**src/hdl/lsau_pkg.sv**
```systemverilog
// constants, field layouts and state codes of the load/store address unit
// assumes one 20 MHz clock and a byte-wide core store with a request/acknowledge handshake
// Function
// RULE1: load pushes stack: memory to main, main to second, second to third
// RULE2: store writes main to memory, then second to main, third to second, main to third
// RULE3: two leading bits of the six-bit address field pick the address mode
// RULE4: workspace mode addresses first 16 words of code page by low nibble
// RULE5: double mode extends low nibble with next byte into a 12-bit address
// RULE6: double load/store advances code offset once more past the extension byte
// RULE7: double load/store puts data bank upper nibble above the 12-bit address
// RULE8: double jump pointer is code bank upper nibble over 12-bit target
// RULE9: indexed mode addresses word j past data word index in data page
// RULE10: table mode reads entry j of block zero, adds lookup offset
// RULE11: offset additions wrap within their 256-word page, never carry to banks
// RULE12: memory is 16-word blocks, 256-word pages, 4096-word chapters, 16-bit addresses
// RULE13: block zero of the data page holds the indirect address table
// RULE14: instructions split into a 4-bit type field and 4-bit operand field
// RULE15: mode 00 is workspace, mode 01 is double length
package lsau_pkg;

  localparam int DATA_W = 8;
  localparam int ADDR_W = 16;

  // instruction fields
  localparam int TYPE_MSB = 7;
  localparam int TYPE_LSB = 4;
  localparam int OPND_MSB = 3;
  localparam int OPND_LSB = 0;

  // type field = {operation, mode}
  localparam logic [1:0] OP_LOAD  = 2'h2;
  localparam logic [1:0] OP_STORE = 2'h3;
  localparam logic [3:0] TYPE_JUMP_DOUBLE = 4'h1;

  localparam logic [1:0] MODE_WORKSPACE = 2'h0;
  localparam logic [1:0] MODE_DOUBLE    = 2'h1;
  localparam logic [1:0] MODE_INDEXED   = 2'h2;
  localparam logic [1:0] MODE_TABLE     = 2'h3;

  // block number used by workspace and the indirect table
  localparam logic [3:0] BLOCK_ZERO = 4'h0;
  // chapter bits of a bank register
  localparam int CHAP_MSB = 7;
  localparam int CHAP_LSB = 4;
  localparam logic [7:0] OFFSET_STEP = 8'h01;
  localparam logic [7:0] REG_RESET   = 8'h00;

  // register write port selectors
  localparam logic [2:0] SEL_MAIN   = 3'h0;
  localparam logic [2:0] SEL_SECOND = 3'h1;
  localparam logic [2:0] SEL_THIRD  = 3'h2;
  localparam logic [2:0] SEL_COFS   = 3'h3;
  localparam logic [2:0] SEL_CBANK  = 3'h4;
  localparam logic [2:0] SEL_LOOKUP = 3'h5;
  localparam logic [2:0] SEL_INDEX  = 3'h6;
  localparam logic [2:0] SEL_DBANK  = 3'h7;

  typedef enum logic [1:0] {
    LSAU_IDLE = 2'b00,
    LSAU_EXT  = 2'b01,
    LSAU_TBL  = 2'b10,
    LSAU_MEM  = 2'b11
  } lsau_state_e;

endpackage

```
**src/hdl/lsau_addr.sv**
```systemverilog
// address former: combinational page and chapter arithmetic
// assumes register values and fetched bytes are stable while it is read
`timescale 1ns/1ps
module lsau_addr (
  input  wire logic [1:0]  mode,
  input  wire logic [3:0]  opnd,
  input  wire logic [7:0]  ext,
  input  wire logic [7:0]  entry,
  input  wire logic [7:0]  cbank,
  input  wire logic [7:0]  dbank,
  input  wire logic [7:0]  lookup,
  input  wire logic [7:0]  index,
  output logic      [15:0] eff_addr,
  output logic      [15:0] tbl_addr,
  output logic      [15:0] jump_ptr
);

  // offset arithmetic kept to 8 bits so a page wraps on itself
  function automatic logic [7:0] lsau_page_add(input logic [7:0] a, input logic [7:0] b);
    lsau_page_add = 8'(a + b); // [RULE11]
  endfunction

  always_comb begin
    // entry j of block zero in the data page
    tbl_addr = {dbank, lsau_pkg::BLOCK_ZERO, opnd}; // [RULE13] [RULE10]
    jump_ptr = {cbank[lsau_pkg::CHAP_MSB:lsau_pkg::CHAP_LSB], opnd, ext}; // [RULE8]
    eff_addr = {cbank, lsau_pkg::BLOCK_ZERO, opnd}; // [RULE4] [RULE12]
    if (mode == lsau_pkg::MODE_DOUBLE) begin
      eff_addr = {dbank[lsau_pkg::CHAP_MSB:lsau_pkg::CHAP_LSB],
                  opnd, ext}; // [RULE5] [RULE7] [RULE15]
    end else if (mode == lsau_pkg::MODE_INDEXED) begin
      eff_addr = {dbank, lsau_page_add(index, {4'h0, opnd})}; // [RULE9]
    end else if (mode == lsau_pkg::MODE_TABLE) begin
      eff_addr = {dbank, lsau_page_add(entry, lookup)}; // [RULE10]
    end
  end

endmodule // lsau_addr

```
**src/hdl/lsau_top.sv**
```systemverilog
// load/store execution unit with operand stack and pointer registers
// assumes a byte core store that answers each request with a one-cycle ack
`timescale 1ns/1ps
module lsau_top (
  input  wire logic        clk,
  input  wire logic        rst_n,
  input  wire logic        instr_valid,
  input  wire logic [7:0]  instr,
  input  wire logic        reg_wr,
  input  wire logic [2:0]  reg_sel,
  input  wire logic [7:0]  reg_wdata,
  input  wire logic        mem_ack,
  input  wire logic [7:0]  mem_rdata,
  output logic             mem_req,
  output logic             mem_we,
  output logic      [15:0] mem_addr,
  output logic      [7:0]  mem_wdata,
  output logic             busy,
  output logic             done,
  output logic             bad_instr,
  output logic      [7:0]  main_opnd,
  output logic      [7:0]  second_opnd,
  output logic      [7:0]  third_opnd,
  output logic      [7:0]  code_offset,
  output logic      [7:0]  code_bank,
  output logic      [7:0]  lookup_offset,
  output logic      [7:0]  word_index,
  output logic      [7:0]  data_bank
);

  typedef struct packed {
    lsau_pkg::lsau_state_e state;
    logic [7:0]            ir;
    logic [7:0]            ext;
    logic [7:0]            x;
    logic [7:0]            y;
    logic [7:0]            z;
    logic [7:0]            p;
    logic [7:0]            q;
    logic [7:0]            e;
    logic [7:0]            f;
    logic [7:0]            g;
    logic                  req;
    logic                  we;
    logic [15:0]           addr;
    logic [7:0]            wdata;
    logic                  busy;
    logic                  done;
    logic                  bad;
  } lsau_regs_s;

  localparam lsau_regs_s REGS_RESET = '{
    state: lsau_pkg::LSAU_IDLE,
    ir:    lsau_pkg::REG_RESET,
    ext:   lsau_pkg::REG_RESET,
    x:     lsau_pkg::REG_RESET,
    y:     lsau_pkg::REG_RESET,
    z:     lsau_pkg::REG_RESET,
    p:     lsau_pkg::REG_RESET,
    q:     lsau_pkg::REG_RESET,
    e:     lsau_pkg::REG_RESET,
    f:     lsau_pkg::REG_RESET,
    g:     lsau_pkg::REG_RESET,
    req:   1'b0,
    we:    1'b0,
    addr:  16'h0000,
    wdata: lsau_pkg::REG_RESET,
    busy:  1'b0,
    done:  1'b0,
    bad:   1'b0
  };

  lsau_regs_s r_reg;
  lsau_regs_s r_next;

  // instruction field helpers
  function automatic logic [3:0] lsau_type(input logic [7:0] ins);
    lsau_type = ins[lsau_pkg::TYPE_MSB:lsau_pkg::TYPE_LSB]; // [RULE14]
  endfunction

  function automatic logic [3:0] lsau_opnd(input logic [7:0] ins);
    lsau_opnd = ins[lsau_pkg::OPND_MSB:lsau_pkg::OPND_LSB]; // [RULE14]
  endfunction

  // mode and operation halves of the type field
  function automatic logic [1:0] lsau_mode(input logic [7:0] ins);
    logic [3:0] typ;
    typ       = lsau_type(ins);
    lsau_mode = typ[1:0]; // [RULE3]
  endfunction

  function automatic logic [1:0] lsau_op(input logic [7:0] ins);
    logic [3:0] typ;
    typ     = lsau_type(ins);
    lsau_op = typ[3:2];
  endfunction

  function automatic logic lsau_is_store(input logic [7:0] ins);
    lsau_is_store = (lsau_op(ins) == lsau_pkg::OP_STORE);
  endfunction

  function automatic logic lsau_is_ls(input logic [7:0] ins);
    lsau_is_ls = (lsau_op(ins) == lsau_pkg::OP_LOAD) ||
                 (lsau_op(ins) == lsau_pkg::OP_STORE);
  endfunction

  function automatic logic lsau_is_jump(input logic [7:0] ins);
    lsau_is_jump = (lsau_type(ins) == lsau_pkg::TYPE_JUMP_DOUBLE); // [RULE8]
  endfunction

  // double load/store and double jump both carry an extension byte
  function automatic logic lsau_needs_ext(input logic [7:0] ins);
    lsau_needs_ext = lsau_is_jump(ins) ||
                     (lsau_is_ls(ins) && lsau_mode(ins) == lsau_pkg::MODE_DOUBLE); // [RULE5]
  endfunction

  function automatic logic lsau_is_table(input logic [7:0] ins);
    lsau_is_table = lsau_is_ls(ins) && (lsau_mode(ins) == lsau_pkg::MODE_TABLE); // [RULE10]
  endfunction

  // stack or pointer register written from the register port
  function automatic lsau_regs_s lsau_reg_write(input lsau_regs_s cur,
                                                input logic [2:0] sel,
                                                input logic [7:0] data);
    lsau_regs_s nxt;
    nxt = cur;
    if (sel == lsau_pkg::SEL_MAIN) begin
      nxt.x = data;
    end else if (sel == lsau_pkg::SEL_SECOND) begin
      nxt.y = data;
    end else if (sel == lsau_pkg::SEL_THIRD) begin
      nxt.z = data;
    end else if (sel == lsau_pkg::SEL_COFS) begin
      nxt.p = data;
    end else if (sel == lsau_pkg::SEL_CBANK) begin
      nxt.q = data;
    end else if (sel == lsau_pkg::SEL_LOOKUP) begin
      nxt.e = data;
    end else if (sel == lsau_pkg::SEL_INDEX) begin
      nxt.f = data;
    end else begin
      nxt.g = data;
    end
    return nxt;
  endfunction

  // decode source: the new instruction while idle, the held one afterwards
  logic [7:0]  cur_ir;
  logic [7:0]  cur_ext;
  logic [15:0] eff_addr;
  logic [15:0] tbl_addr;
  logic [15:0] jump_ptr;
  logic [1:0]  cur_mode;
  logic [3:0]  cur_opnd;
  logic        held_is_jump;
  logic        held_is_store;

  always_comb begin
    cur_ir = r_reg.ir;
    if (r_reg.state == lsau_pkg::LSAU_IDLE) begin
      cur_ir = instr;
    end
    cur_ext = r_reg.ext;
    if (r_reg.state == lsau_pkg::LSAU_EXT) begin
      cur_ext = mem_rdata;
    end
    cur_mode = lsau_mode(cur_ir);
    cur_opnd = lsau_opnd(cur_ir);
  end

  // decode of the instruction held while its transfers run
  always_comb begin
    held_is_jump  = lsau_is_jump(r_reg.ir);
    held_is_store = lsau_is_store(r_reg.ir);
  end

  lsau_addr u_addr (
    .mode     (cur_mode),
    .opnd     (cur_opnd),
    .ext      (cur_ext),
    .entry    (mem_rdata),
    .cbank    (r_reg.q),
    .dbank    (r_reg.g),
    .lookup   (r_reg.e),
    .index    (r_reg.f),
    .eff_addr (eff_addr),
    .tbl_addr (tbl_addr),
    .jump_ptr (jump_ptr)
  );

  always_comb begin
    r_next      = r_reg;
    r_next.done = 1'b0;
    case (r_reg.state)
      lsau_pkg::LSAU_IDLE: begin
        if (instr_valid) begin
          r_next.ir   = instr;
          r_next.busy = 1'b1;
          r_next.bad  = 1'b0;
          r_next.we   = 1'b0;
          if (lsau_needs_ext(instr)) begin
            // fetch the extension byte the code offset points at
            r_next.state = lsau_pkg::LSAU_EXT;
            r_next.req   = 1'b1;
            r_next.addr  = {r_reg.q, r_reg.p};
          end else if (lsau_is_table(instr)) begin
            r_next.state = lsau_pkg::LSAU_TBL;
            r_next.req   = 1'b1;
            r_next.addr  = tbl_addr; // [RULE10] [RULE13]
          end else if (lsau_is_ls(instr)) begin
            r_next.state = lsau_pkg::LSAU_MEM;
            r_next.req   = 1'b1;
            r_next.addr  = eff_addr; // [RULE4] [RULE9]
            r_next.we    = lsau_is_store(instr);
            r_next.wdata = r_reg.x; // [RULE2]
          end else begin
            // not a load, store or double jump: refuse and finish at once
            r_next.bad  = 1'b1;
            r_next.done = 1'b1;
            r_next.busy = 1'b0;
          end
        end else if (reg_wr) begin
          // built on r_next so the done pulse still drops
          r_next = lsau_reg_write(r_next, reg_sel, reg_wdata);
        end
      end
      lsau_pkg::LSAU_EXT: begin
        if (mem_ack) begin
          r_next.ext = mem_rdata;
          if (held_is_jump) begin
            // new code bank keeps its chapter, takes the target page
            r_next.q     = jump_ptr[15:8]; // [RULE8]
            r_next.p     = jump_ptr[7:0]; // [RULE8]
            r_next.req   = 1'b0;
            r_next.state = lsau_pkg::LSAU_IDLE;
            r_next.busy  = 1'b0;
            r_next.done  = 1'b1;
          end else begin
            // step past the extension byte inside the code page
            r_next.p     = 8'(r_reg.p + lsau_pkg::OFFSET_STEP); // [RULE6] [RULE11]
            r_next.state = lsau_pkg::LSAU_MEM;
            r_next.addr  = eff_addr; // [RULE5] [RULE7]
            r_next.we    = held_is_store;
            r_next.wdata = r_reg.x;
          end
        end
      end
      lsau_pkg::LSAU_TBL: begin
        if (mem_ack) begin
          r_next.state = lsau_pkg::LSAU_MEM;
          r_next.addr  = eff_addr; // [RULE10]
          r_next.we    = held_is_store;
          r_next.wdata = r_reg.x;
        end
      end
      lsau_pkg::LSAU_MEM: begin
        if (mem_ack) begin
          if (r_reg.we) begin
            r_next.x = r_reg.y; // [RULE2]
            r_next.y = r_reg.z; // [RULE2]
            r_next.z = r_reg.x; // [RULE2]
          end else begin
            r_next.x = mem_rdata; // [RULE1]
            r_next.y = r_reg.x; // [RULE1]
            r_next.z = r_reg.y; // [RULE1]
          end
          r_next.req   = 1'b0;
          r_next.we    = 1'b0;
          r_next.state = lsau_pkg::LSAU_IDLE;
          r_next.busy  = 1'b0;
          r_next.done  = 1'b1;
        end
      end
      default: begin
        r_next = REGS_RESET;
      end
    endcase
  end

  always_ff @(posedge clk) begin
    if (!rst_n) begin
      r_reg <= REGS_RESET;
    end else begin
      r_reg <= r_next;
    end
  end

  assign mem_req       = r_reg.req;
  assign mem_we        = r_reg.we;
  assign mem_addr      = r_reg.addr;
  assign mem_wdata     = r_reg.wdata;
  assign busy          = r_reg.busy;
  assign done          = r_reg.done;
  assign bad_instr     = r_reg.bad;
  assign main_opnd     = r_reg.x;
  assign second_opnd   = r_reg.y;
  assign third_opnd    = r_reg.z;
  assign code_offset   = r_reg.p;
  assign code_bank     = r_reg.q;
  assign lookup_offset = r_reg.e;
  assign word_index    = r_reg.f;
  assign data_bank     = r_reg.g;

endmodule // lsau_top

```
**config.mk**
```make
export PLATFORM = sky130hd
export DESIGN_NAME = lsau_top
export DESIGN_NICKNAME = d
export VERILOG_FILES = /design/src/hdl/lsau_pkg.sv /design/src/hdl/lsau_addr.sv /design/src/hdl/lsau_top.sv
export SDC_FILE = /design/constraint.sdc
export NUM_CORES = 1
export LEC_CHECK = 0
export ABC_CLOCK_PERIOD_IN_PS = 8600
export BUFFER_PORTS_ARGS = -buffer_cell sky130_fd_sc_hd__buf_4
export CORE_MARGIN = 2
export CORE_UTILIZATION = 55
export CTS_CLUSTER_DIAMETER = 40
export DETAILED_ROUTE_END_ITERATION = 10
export PLACE_DENSITY = 0.87
export SETUP_SLACK_MARGIN = 0.1
export SYNTH_ARGS = -nofsm -noshare
export SYNTH_HDL_FRONTEND = slang
export SYNTH_HIERARCHICAL = 1
export SYNTH_SLANG_ARGS = --single-unit
```
**constraint.sdc**
```tcl
create_clock -name clk -period 8.6 [get_ports clk]
set_input_delay 0.86 -clock clk [delete_from_list [all_inputs] [get_ports clk]]
set_output_delay 0.86 -clock clk [all_outputs]
set_load 0.05 [all_outputs]
```
==> summary.txt, run 1 <==
Number of flip-flops in the largest register -> 18
TritonCTS clock tree -> built
Worst-margin pin slew -> 1170 ps
DR iter-0 viols -> 678
#FFs+latches synth -> 111
Hpwl dp -> 15,100 um
Ant. Diodes -> 0
Fmax -> 281 MHz
Post-synth top area share -> 0.277
Max-Cap Viols -> 0
Design Power -> 2.11 mW
IO buf count -> 124
RR Startpoint -> r_reg[109]$_SDFFE_PN0P_
Fin Setup TNS -> 0 ps
CP cell instances -> inv_1 > ha_1 > buf_4 > mux2_2 > ha_1 > a211oi_2 > nor2_1 > o21ai_0 > xor2_1 > o21ai_0 > nand2b_1 > a21oi_1 > a221oi_1 > a211oi_2
Antenna violations before repair -> 0
# setup viols final -> 0
RSZ-0062 raised after global routing -> no
Post-synth top cells -> 121 x buf_4, 111 x dfxtp_1, 80 x nand2_1
Routed Antenna Nets -> 0
Post-Route WL -> 21,500 um
WHS Endpoint -> r_reg[103]$_SDFFE_PN0P_
P_leak -> 3.25 nW
P&R area growth vs syn -> 3.70%
CP arrival -> 3830 ps
Sequential Area -> 2220 sq um
Final Util -> 0.578
Final worst slack -> 5050 ps
Detailed Routing Iterations Pass 1 -> 6
Yosys warns -> 6
CTS buffer count -> 9
WL/cell -> 20.0 um
Design area -> 8310 sq um
Die Span Y -> 125 um
Die width -> 125 um
Core ar. -> 14,400 sq um
DRC -> 0
Largest net degree at the start of global routing -> 74
Register area share after synthesis -> 0.277
Asr flop ratio synth -> 0
GP Congestion -> 0.938
Die ar. -> 15,500 sq um
Most frequent cell after synthesis -> buf_4
NumNets Final -> 939
Initial Util -> 0.558
Multiplexer area fraction after synthesis -> 0.141
Slowest-stage cell, CP -> o21ai_0
Clock tree sinks -> 111
Worst hold stages -> 2
FF-to-FF setup slack -> 5050 ps
Hold_ws -> 462 ps
Status -> completed
Distinct cells, synth -> 85
Worst flop-to-flop path endpoint -> mem_addr[5]$_SDFFE_PN0P_
Worst-path fanout max -> 25
Number of synthesized flops with an enable pin -> 0
Worst Clk Skew -> 7.85 ps
Filler cells -> 1,233
Critical path type -> flop to flop
Hold Vio Cnt, Final -> 0
Setup repair bufs after CTS -> 0
Hold-fix buffers, CTS -> 0
Worst r2r path cells -> 14
Non-filler cells, final -> 1,076
Synth Area in XOR/XNOR -> 0.00984
Crit start category -> flop
Root buf cell -> clkbuf_16
Cell area after synthesis -> 8010 sq um
Max incr delay on CP -> 470 ps
Post-Synth Simple-Gate Area -> 0.164
Slew HR -> 0.208
Post-synthesis cell count -> 929
Compound-cell area share of the yosys netlist -> 0.213
PostCTS Resize Cnt -> 0
Ratio of cells with drive above 1 in the final layout -> 0.254
Rows -> 44
Footprint of the multi-input gates -> 4500 sq um
Vias in the first global route -> 6,248
Required time of the critical path -> 8880 ps
Minimum clock period -> 3550 ps
CTS H-tree depth -> 3
Adder-Cell Fraction of Synth Area -> 0.0331
Pwr dens -> 254 nW/um^2
Critical path endpoint category -> flop
Synth top area cells -> dfxtp_1 28%, buf_4 11%, mux2i_1 7.7%, mux2_2 5.3%, a21oi_1 4.7%
Post-Place Setup Slack -> 5150 ps
Fin. max-slew vios -> 0
Grt total ovfl -> 0
Clock Path Buffers -> 2
Cell type with the largest total area after synthesis -> dfxtp_1
Reg clk slew, reported paths -> 70 ps
Io pins -> 125
First-pass GRT wire length -> 34,300 um
Vias per inst -> 6.30
Total number of vias -> 6,777
Top_reg_cell synth -> dfxtp_1
Worst hold start -> r_reg[103]$_SDFFE_PN0P_
Hold Crit Class -> flop to flop
Dpl cells -> 1,060
Syn_area_per_cell -> 8.62 sq um
Total Routing Usage GR -> 0.271
Max VDD drop -> 0.110 mV
Cell area after placement -> 8010 sq um
Clock latency on the worst-skew pair -> 360 ps
Combinational family with the most area after synthesis -> compound AO/OA/AOI/OAI gates
Period utilisation layout -> 0.413
-- cell families after synthesis --
kind of cell / Yosys count
compound gates: 232
xor+xnor: 9
fa+ha+maj: 20
buf+inv: 206
flops: 111
mux: 104
other cells: 1
simple gates: 246
-- critical path: cells and delay by family, from the launching register on --
kind	cells	cell delay (ps)
AOI/OAI and AO/OA	6	1440
muxes	1	460
xor gates and xnor gates	1	110
and+or+nand+nor	2	210
buffers and inverters	2	400
adders and majority gates	2	490
DFF	1	350
-- worst max-delay path by stage --
stage / start / end / slack [ps]
6_report: r_reg[109]$_SDFFE_PN0P_ / mem_addr[5]$_SDFFE_PN0P_ / 5050
3_3_place_gp: r_reg[109]$_SDFFE_PN0P_ / mem_addr[6]$_SDFFE_PN0P_ / 5230
5_1_grt: r_reg[109]$_SDFFE_PN0P_ / mem_addr[7]$_SDFFE_PN0P_ / 4870
3_5_place_dp: r_reg[109]$_SDFFE_PN0P_ / mem_addr[6]$_SDFFE_PN0P_ / 5150
2_1_floorplan: r_reg[109]$_SDFFE_PN0P_ / mem_addr[6]$_SDFFE_PN0P_ / 5220
4_1_cts: r_reg[109]$_SDFFE_PN0P_ / mem_addr[6]$_SDFFE_PN0P_ / 5120
-- where the power goes --
part / switching (mW) / leakage [nW] / internal [mW]
registers: 0.0702 / 0.901 / 0.586
clock network: 0.196 / 0.143 / 0.228
logic: 0.672 / 2.21 / 0.354
-- final cells by class --
| type | instances | area share |
|---|---|---|
| clock inverters | 6 | 0.00828 |
| multi-input cells | 615 | 0.542 |
| flip-flops and latches | 111 | 0.267 |
| clock buffers | 10 | 0.0276 |
| inverters | 19 | 0.00858 |
| repair buffers | 131 | 0.118 |
| well taps | 184 | 0.0277 |
-- routing by layer --
layer | track usage | wire length (um) | vias up
met1 | 0.391 | 9510 | 3197
met4 | 0.102 | 675 | 0
met2 | 0.400 | 9380 | 382
met3 | 0.0541 | 1910 | 58
li1 | - | - | 3140
met5 | 0 | 0 | -
-- cells in the final DEF (no fill, tap or decap), types with 18 or more instances in the layout --
master	count
nand2b_1	27
nand2_1	80
nor2_1	53
buf_4	131
mux2_2	38
mux2i_1	62
ha_1	18
a21oi_1	75
dfxtp_1	111
a221oi_1	22
nand3_1	21
No activity file was read; power rests on OpenSTA's default activity.
==> run 2, diff against run 1 <==
--- a/config.mk
+++ b/config.mk
@@ -5,7 +5,7 @@
 export SDC_FILE = /design/constraint.sdc
 export NUM_CORES = 1
 export LEC_CHECK = 0
-export ABC_CLOCK_PERIOD_IN_PS = 8600
+export ABC_CLOCK_PERIOD_IN_PS = 3500
 export BUFFER_PORTS_ARGS = -buffer_cell sky130_fd_sc_hd__buf_4
 export CORE_MARGIN = 2
 export CORE_UTILIZATION = 55
==> constraint.sdc (replaced) <==
create_clock -name clk -period 3.5 [get_ports clk]
set_input_delay 0.35 -clock clk [delete_from_list [all_inputs] [get_ports clk]]
set_output_delay 0.35 -clock clk [all_outputs]
set_load 0.05 [all_outputs]
==> run 2 against run 1 <==
Against the previous run: clock skew is 1.5 ps lower; critical path depth up 1; final cell count grew 0.93%; hold slack got worse by 220 ps; register-to-register slack got worse by 4900 ps; cell area rose by 1.4%; global-route usage increased by 0.86 points; non-clock buffer count increased by 10; core utilization rose by 0.79 points; wire length increased by 3.6%; critical endpoint is now mem_addr[6]$_SDFFE_PN0P_.
==> summary.txt, run 2 (synthesis results as in run 1) <==
IO buf count -> 124 (unchanged)
Worst hold start -> instr[2] (was r_reg[103]$_SDFFE_PN0P_)
P_leak -> 3.31 nW (was 3.25 nW)
Worst hold stages -> 3 (was 2)
Die Span Y -> 125 um (unchanged)
Core ar. -> 14,400 sq um (unchanged)
Period utilisation layout -> 0.957 (was 0.413)
Final Util -> 0.586 (was 0.578)
Number of flip-flops in the largest register -> 18 (unchanged)
Most frequent cells in the layout -> 141 x buf_4, 110 x dfxtp_1, 80 x nand2_1 (was 131 x buf_4, 111 x dfxtp_1, 80 x nand2_1)
Post-Route WL -> 22,300 um (was 21,500 um)
Worst-margin pin slew -> 1110 ps (was 1170 ps)
Largest net degree at the start of global routing -> 73 (was 74)
Ant. Diodes -> 0 (unchanged)
Hold Vio Cnt, Final -> 0 (unchanged)
Critical path type -> flop to flop (unchanged)
Detailed Routing Iterations Pass 1 -> 5 (was 6)
Initial Util -> 0.558 (unchanged)
Worst flop-to-flop path endpoint -> mem_addr[6]$_SDFFE_PN0P_ (was mem_addr[5]$_SDFFE_PN0P_)
# setup viols final -> 0 (unchanged)
Clock latency on the worst-skew pair -> 360 ps (about the same)
Die ar. -> 15,500 sq um (unchanged)
Worst-path fanout max -> 6 (was 25)
First-pass GRT wire length -> 35,200 um (was 34,300 um)
Fin Setup TNS -> 0 ps (unchanged)
Design area -> 8420 sq um (was 8310 sq um)
RR Startpoint -> r_reg[110]$_SDFFE_PN0P_ (was r_reg[109]$_SDFFE_PN0P_)
Fin. max-slew vios -> 0 (unchanged)
Fmax -> 299 MHz (was 281 MHz)
Max incr delay on CP -> 420 ps (was 470 ps)
Worst r2r path cells -> 15 (was 14)
Grt total ovfl -> 0 (unchanged)
Non-filler cells, final -> 1,086 (was 1,076)
Hold Crit Class -> input pin to flop (was flop to flop)
Critical path endpoint category -> flop (unchanged)
Total number of vias -> 6,941 (was 6,777)
Clock Path Buffers -> 2 (unchanged)
WL/cell -> 20.5 um (was 20.0 um)
Rows -> 44 (unchanged)
DR iter-0 viols -> 692 (was 678)
Status -> completed (unchanged)
Pwr dens -> 635 nW/um^2 (was 254 nW/um^2)
Total Routing Usage GR -> 0.280 (was 0.271)
Crit start category -> flop (unchanged)
Antenna violations before repair -> 0 (unchanged)
Slowest-stage cell, CP -> dfxtp_1 (was o21ai_0)
FF-to-FF setup slack -> 150 ps (was 5050 ps)
Worst Clk Skew -> 6.37 ps (was 7.85 ps)
Die width -> 125 um (unchanged)
DRC -> 0 (unchanged)
Vias in the first global route -> 6,405 (was 6,248)
RSZ-0062 raised after global routing -> yes (was no)
CP arrival -> 3560 ps (was 3830 ps)
CTS H-tree depth -> 3 (unchanged)
CTS buffer count -> 9 (unchanged)
Root buf cell -> clkbuf_16 (unchanged)
Design Power -> 5.35 mW (was 2.11 mW)
TritonCTS clock tree -> built (unchanged)
Minimum clock period -> 3350 ps (was 3550 ps)
Hpwl dp -> 15,800 um (was 15,100 um)
Max-Cap Viols -> 0 (unchanged)
Slew HR -> 0.259 (was 0.208)
Vias per inst -> 6.39 (was 6.30)
WHS Endpoint -> r_reg[103]$_SDFFE_PN0P_ (unchanged)
Required time of the critical path -> 3720 ps (was 8880 ps)
P&R area growth vs syn -> 5.12% (was 3.70%)
Reg clk slew, reported paths -> 70 ps (about the same)
CP cell instances -> inv_1 > ha_1 > mux2_2 > ha_1 > inv_1 > fa_1 > nand2b_1 > a21oi_1 > xnor2_1 > mux2i_1 > a32o_1 > nand2b_1 > a21oi_1 > a221oi_2 > a211oi_2 (was inv_1 > ha_1 > buf_4 > mux2_2 > ha_1 > a211oi_2 > nor2_1 > o21ai_0 > xor2_1 > o21ai_0 > nand2b_1 > a21oi_1 > a221oi_1 > a211oi_2)
Setup repair bufs after CTS -> 0 (unchanged)
Cell area after placement -> 8090 sq um (was 8010 sq um)
Routed Antenna Nets -> 0 (unchanged)
Io pins -> 125 (unchanged)
Dpl cells -> 1,070 (was 1,060)
Commonest non-fill, non-tap cell in the layout -> buf_4 (unchanged)
Max VDD drop -> 0.305 mV (was 0.110 mV)
NumNets Final -> 949 (was 939)
Clock tree sinks -> 111 (unchanged)
Ratio of cells with drive above 1 in the final layout -> 0.266 (was 0.254)
GP Congestion -> 0.954 (was 0.938)
==> run 2: cell count changes in the layout (fill, tap and decap cells not counted), sizes merged <==
cell / delta
buf: +10
bufinv: +1
clkinv: -1
==> run 2: metrics by stage <==
stage | setup WS [ps] | hold slack (ps)
finish | 150 | 246
global placement | 352 | 446
CTS | 133 | 245
floorplan | 124 | 434
global route | 22.3 | 257
detailed placement | 141 | 452
==> run 2: worst max-delay path: cells and delay by family (launching register included) <==
kind            cells  cell delay, ps
flops               1             420
compound gates      5             940
xor+xnor            1             150
buf+inv             2             160
mux                 2             380
fa+ha+maj           3             870
simple gates        2             280
==> run 2: timing repair <==
| item | CTS | global route |
|---|---|---|
| resized for setup | 0 | 5 |
| endpoints found under the setup margin | 0 | 4 |
| hold buffers | 0 | 0 |
==> run 2: final cells by class <==
type	count	area, sq um
well taps	184	230
multi-input cells	615	4520
clock inverters	6	93.8
fillers	1249	5950
clock buffers	10	229
inverters	19	71.3
repair buffers	141	1060
flip-flops and latches	111	2220
==> run 2: how the worst max path moves through the flow <==
stage,from,endpoint,slack [ps],cells past startpoint
global route,r_reg[110]$_SDFFE_PN0P_,mem_addr[6]$_SDFFE_PN0P_,20,15
detailed placement,r_reg[109]$_SDFFE_PN0P_,mem_addr[6]$_SDFFE_PN0P_,140,15
floorplan,r_reg[109]$_SDFFE_PN0P_,mem_addr[6]$_SDFFE_PN0P_,120,17
CTS,r_reg[109]$_SDFFE_PN0P_,mem_addr[6]$_SDFFE_PN0P_,130,15
finish,r_reg[110]$_SDFFE_PN0P_,mem_addr[6]$_SDFFE_PN0P_,150,15
global placement,r_reg[109]$_SDFFE_PN0P_,mem_addr[6]$_SDFFE_PN0P_,350,15
==> run 2: metal layers <==
metal / global-route usage / vias to the layer above / wire length, um
li1: - / 3156 / -
met1: 0.401 / 3287 / 9430
met2: 0.419 / 446 / 9870
met3: 0.0503 / 52 / 2340
met4: 0.108 / 0 / 621
met5: 0 / - / 0
==> run 2: report_power, final <==
group	switching (mW)	leakage, nW	total (mW)	internal, mW
clock	0.499	0.153	1.13	0.633
combinational	1.63	2.26	2.55	0.921
sequential	0.218	0.901	1.66	1.44
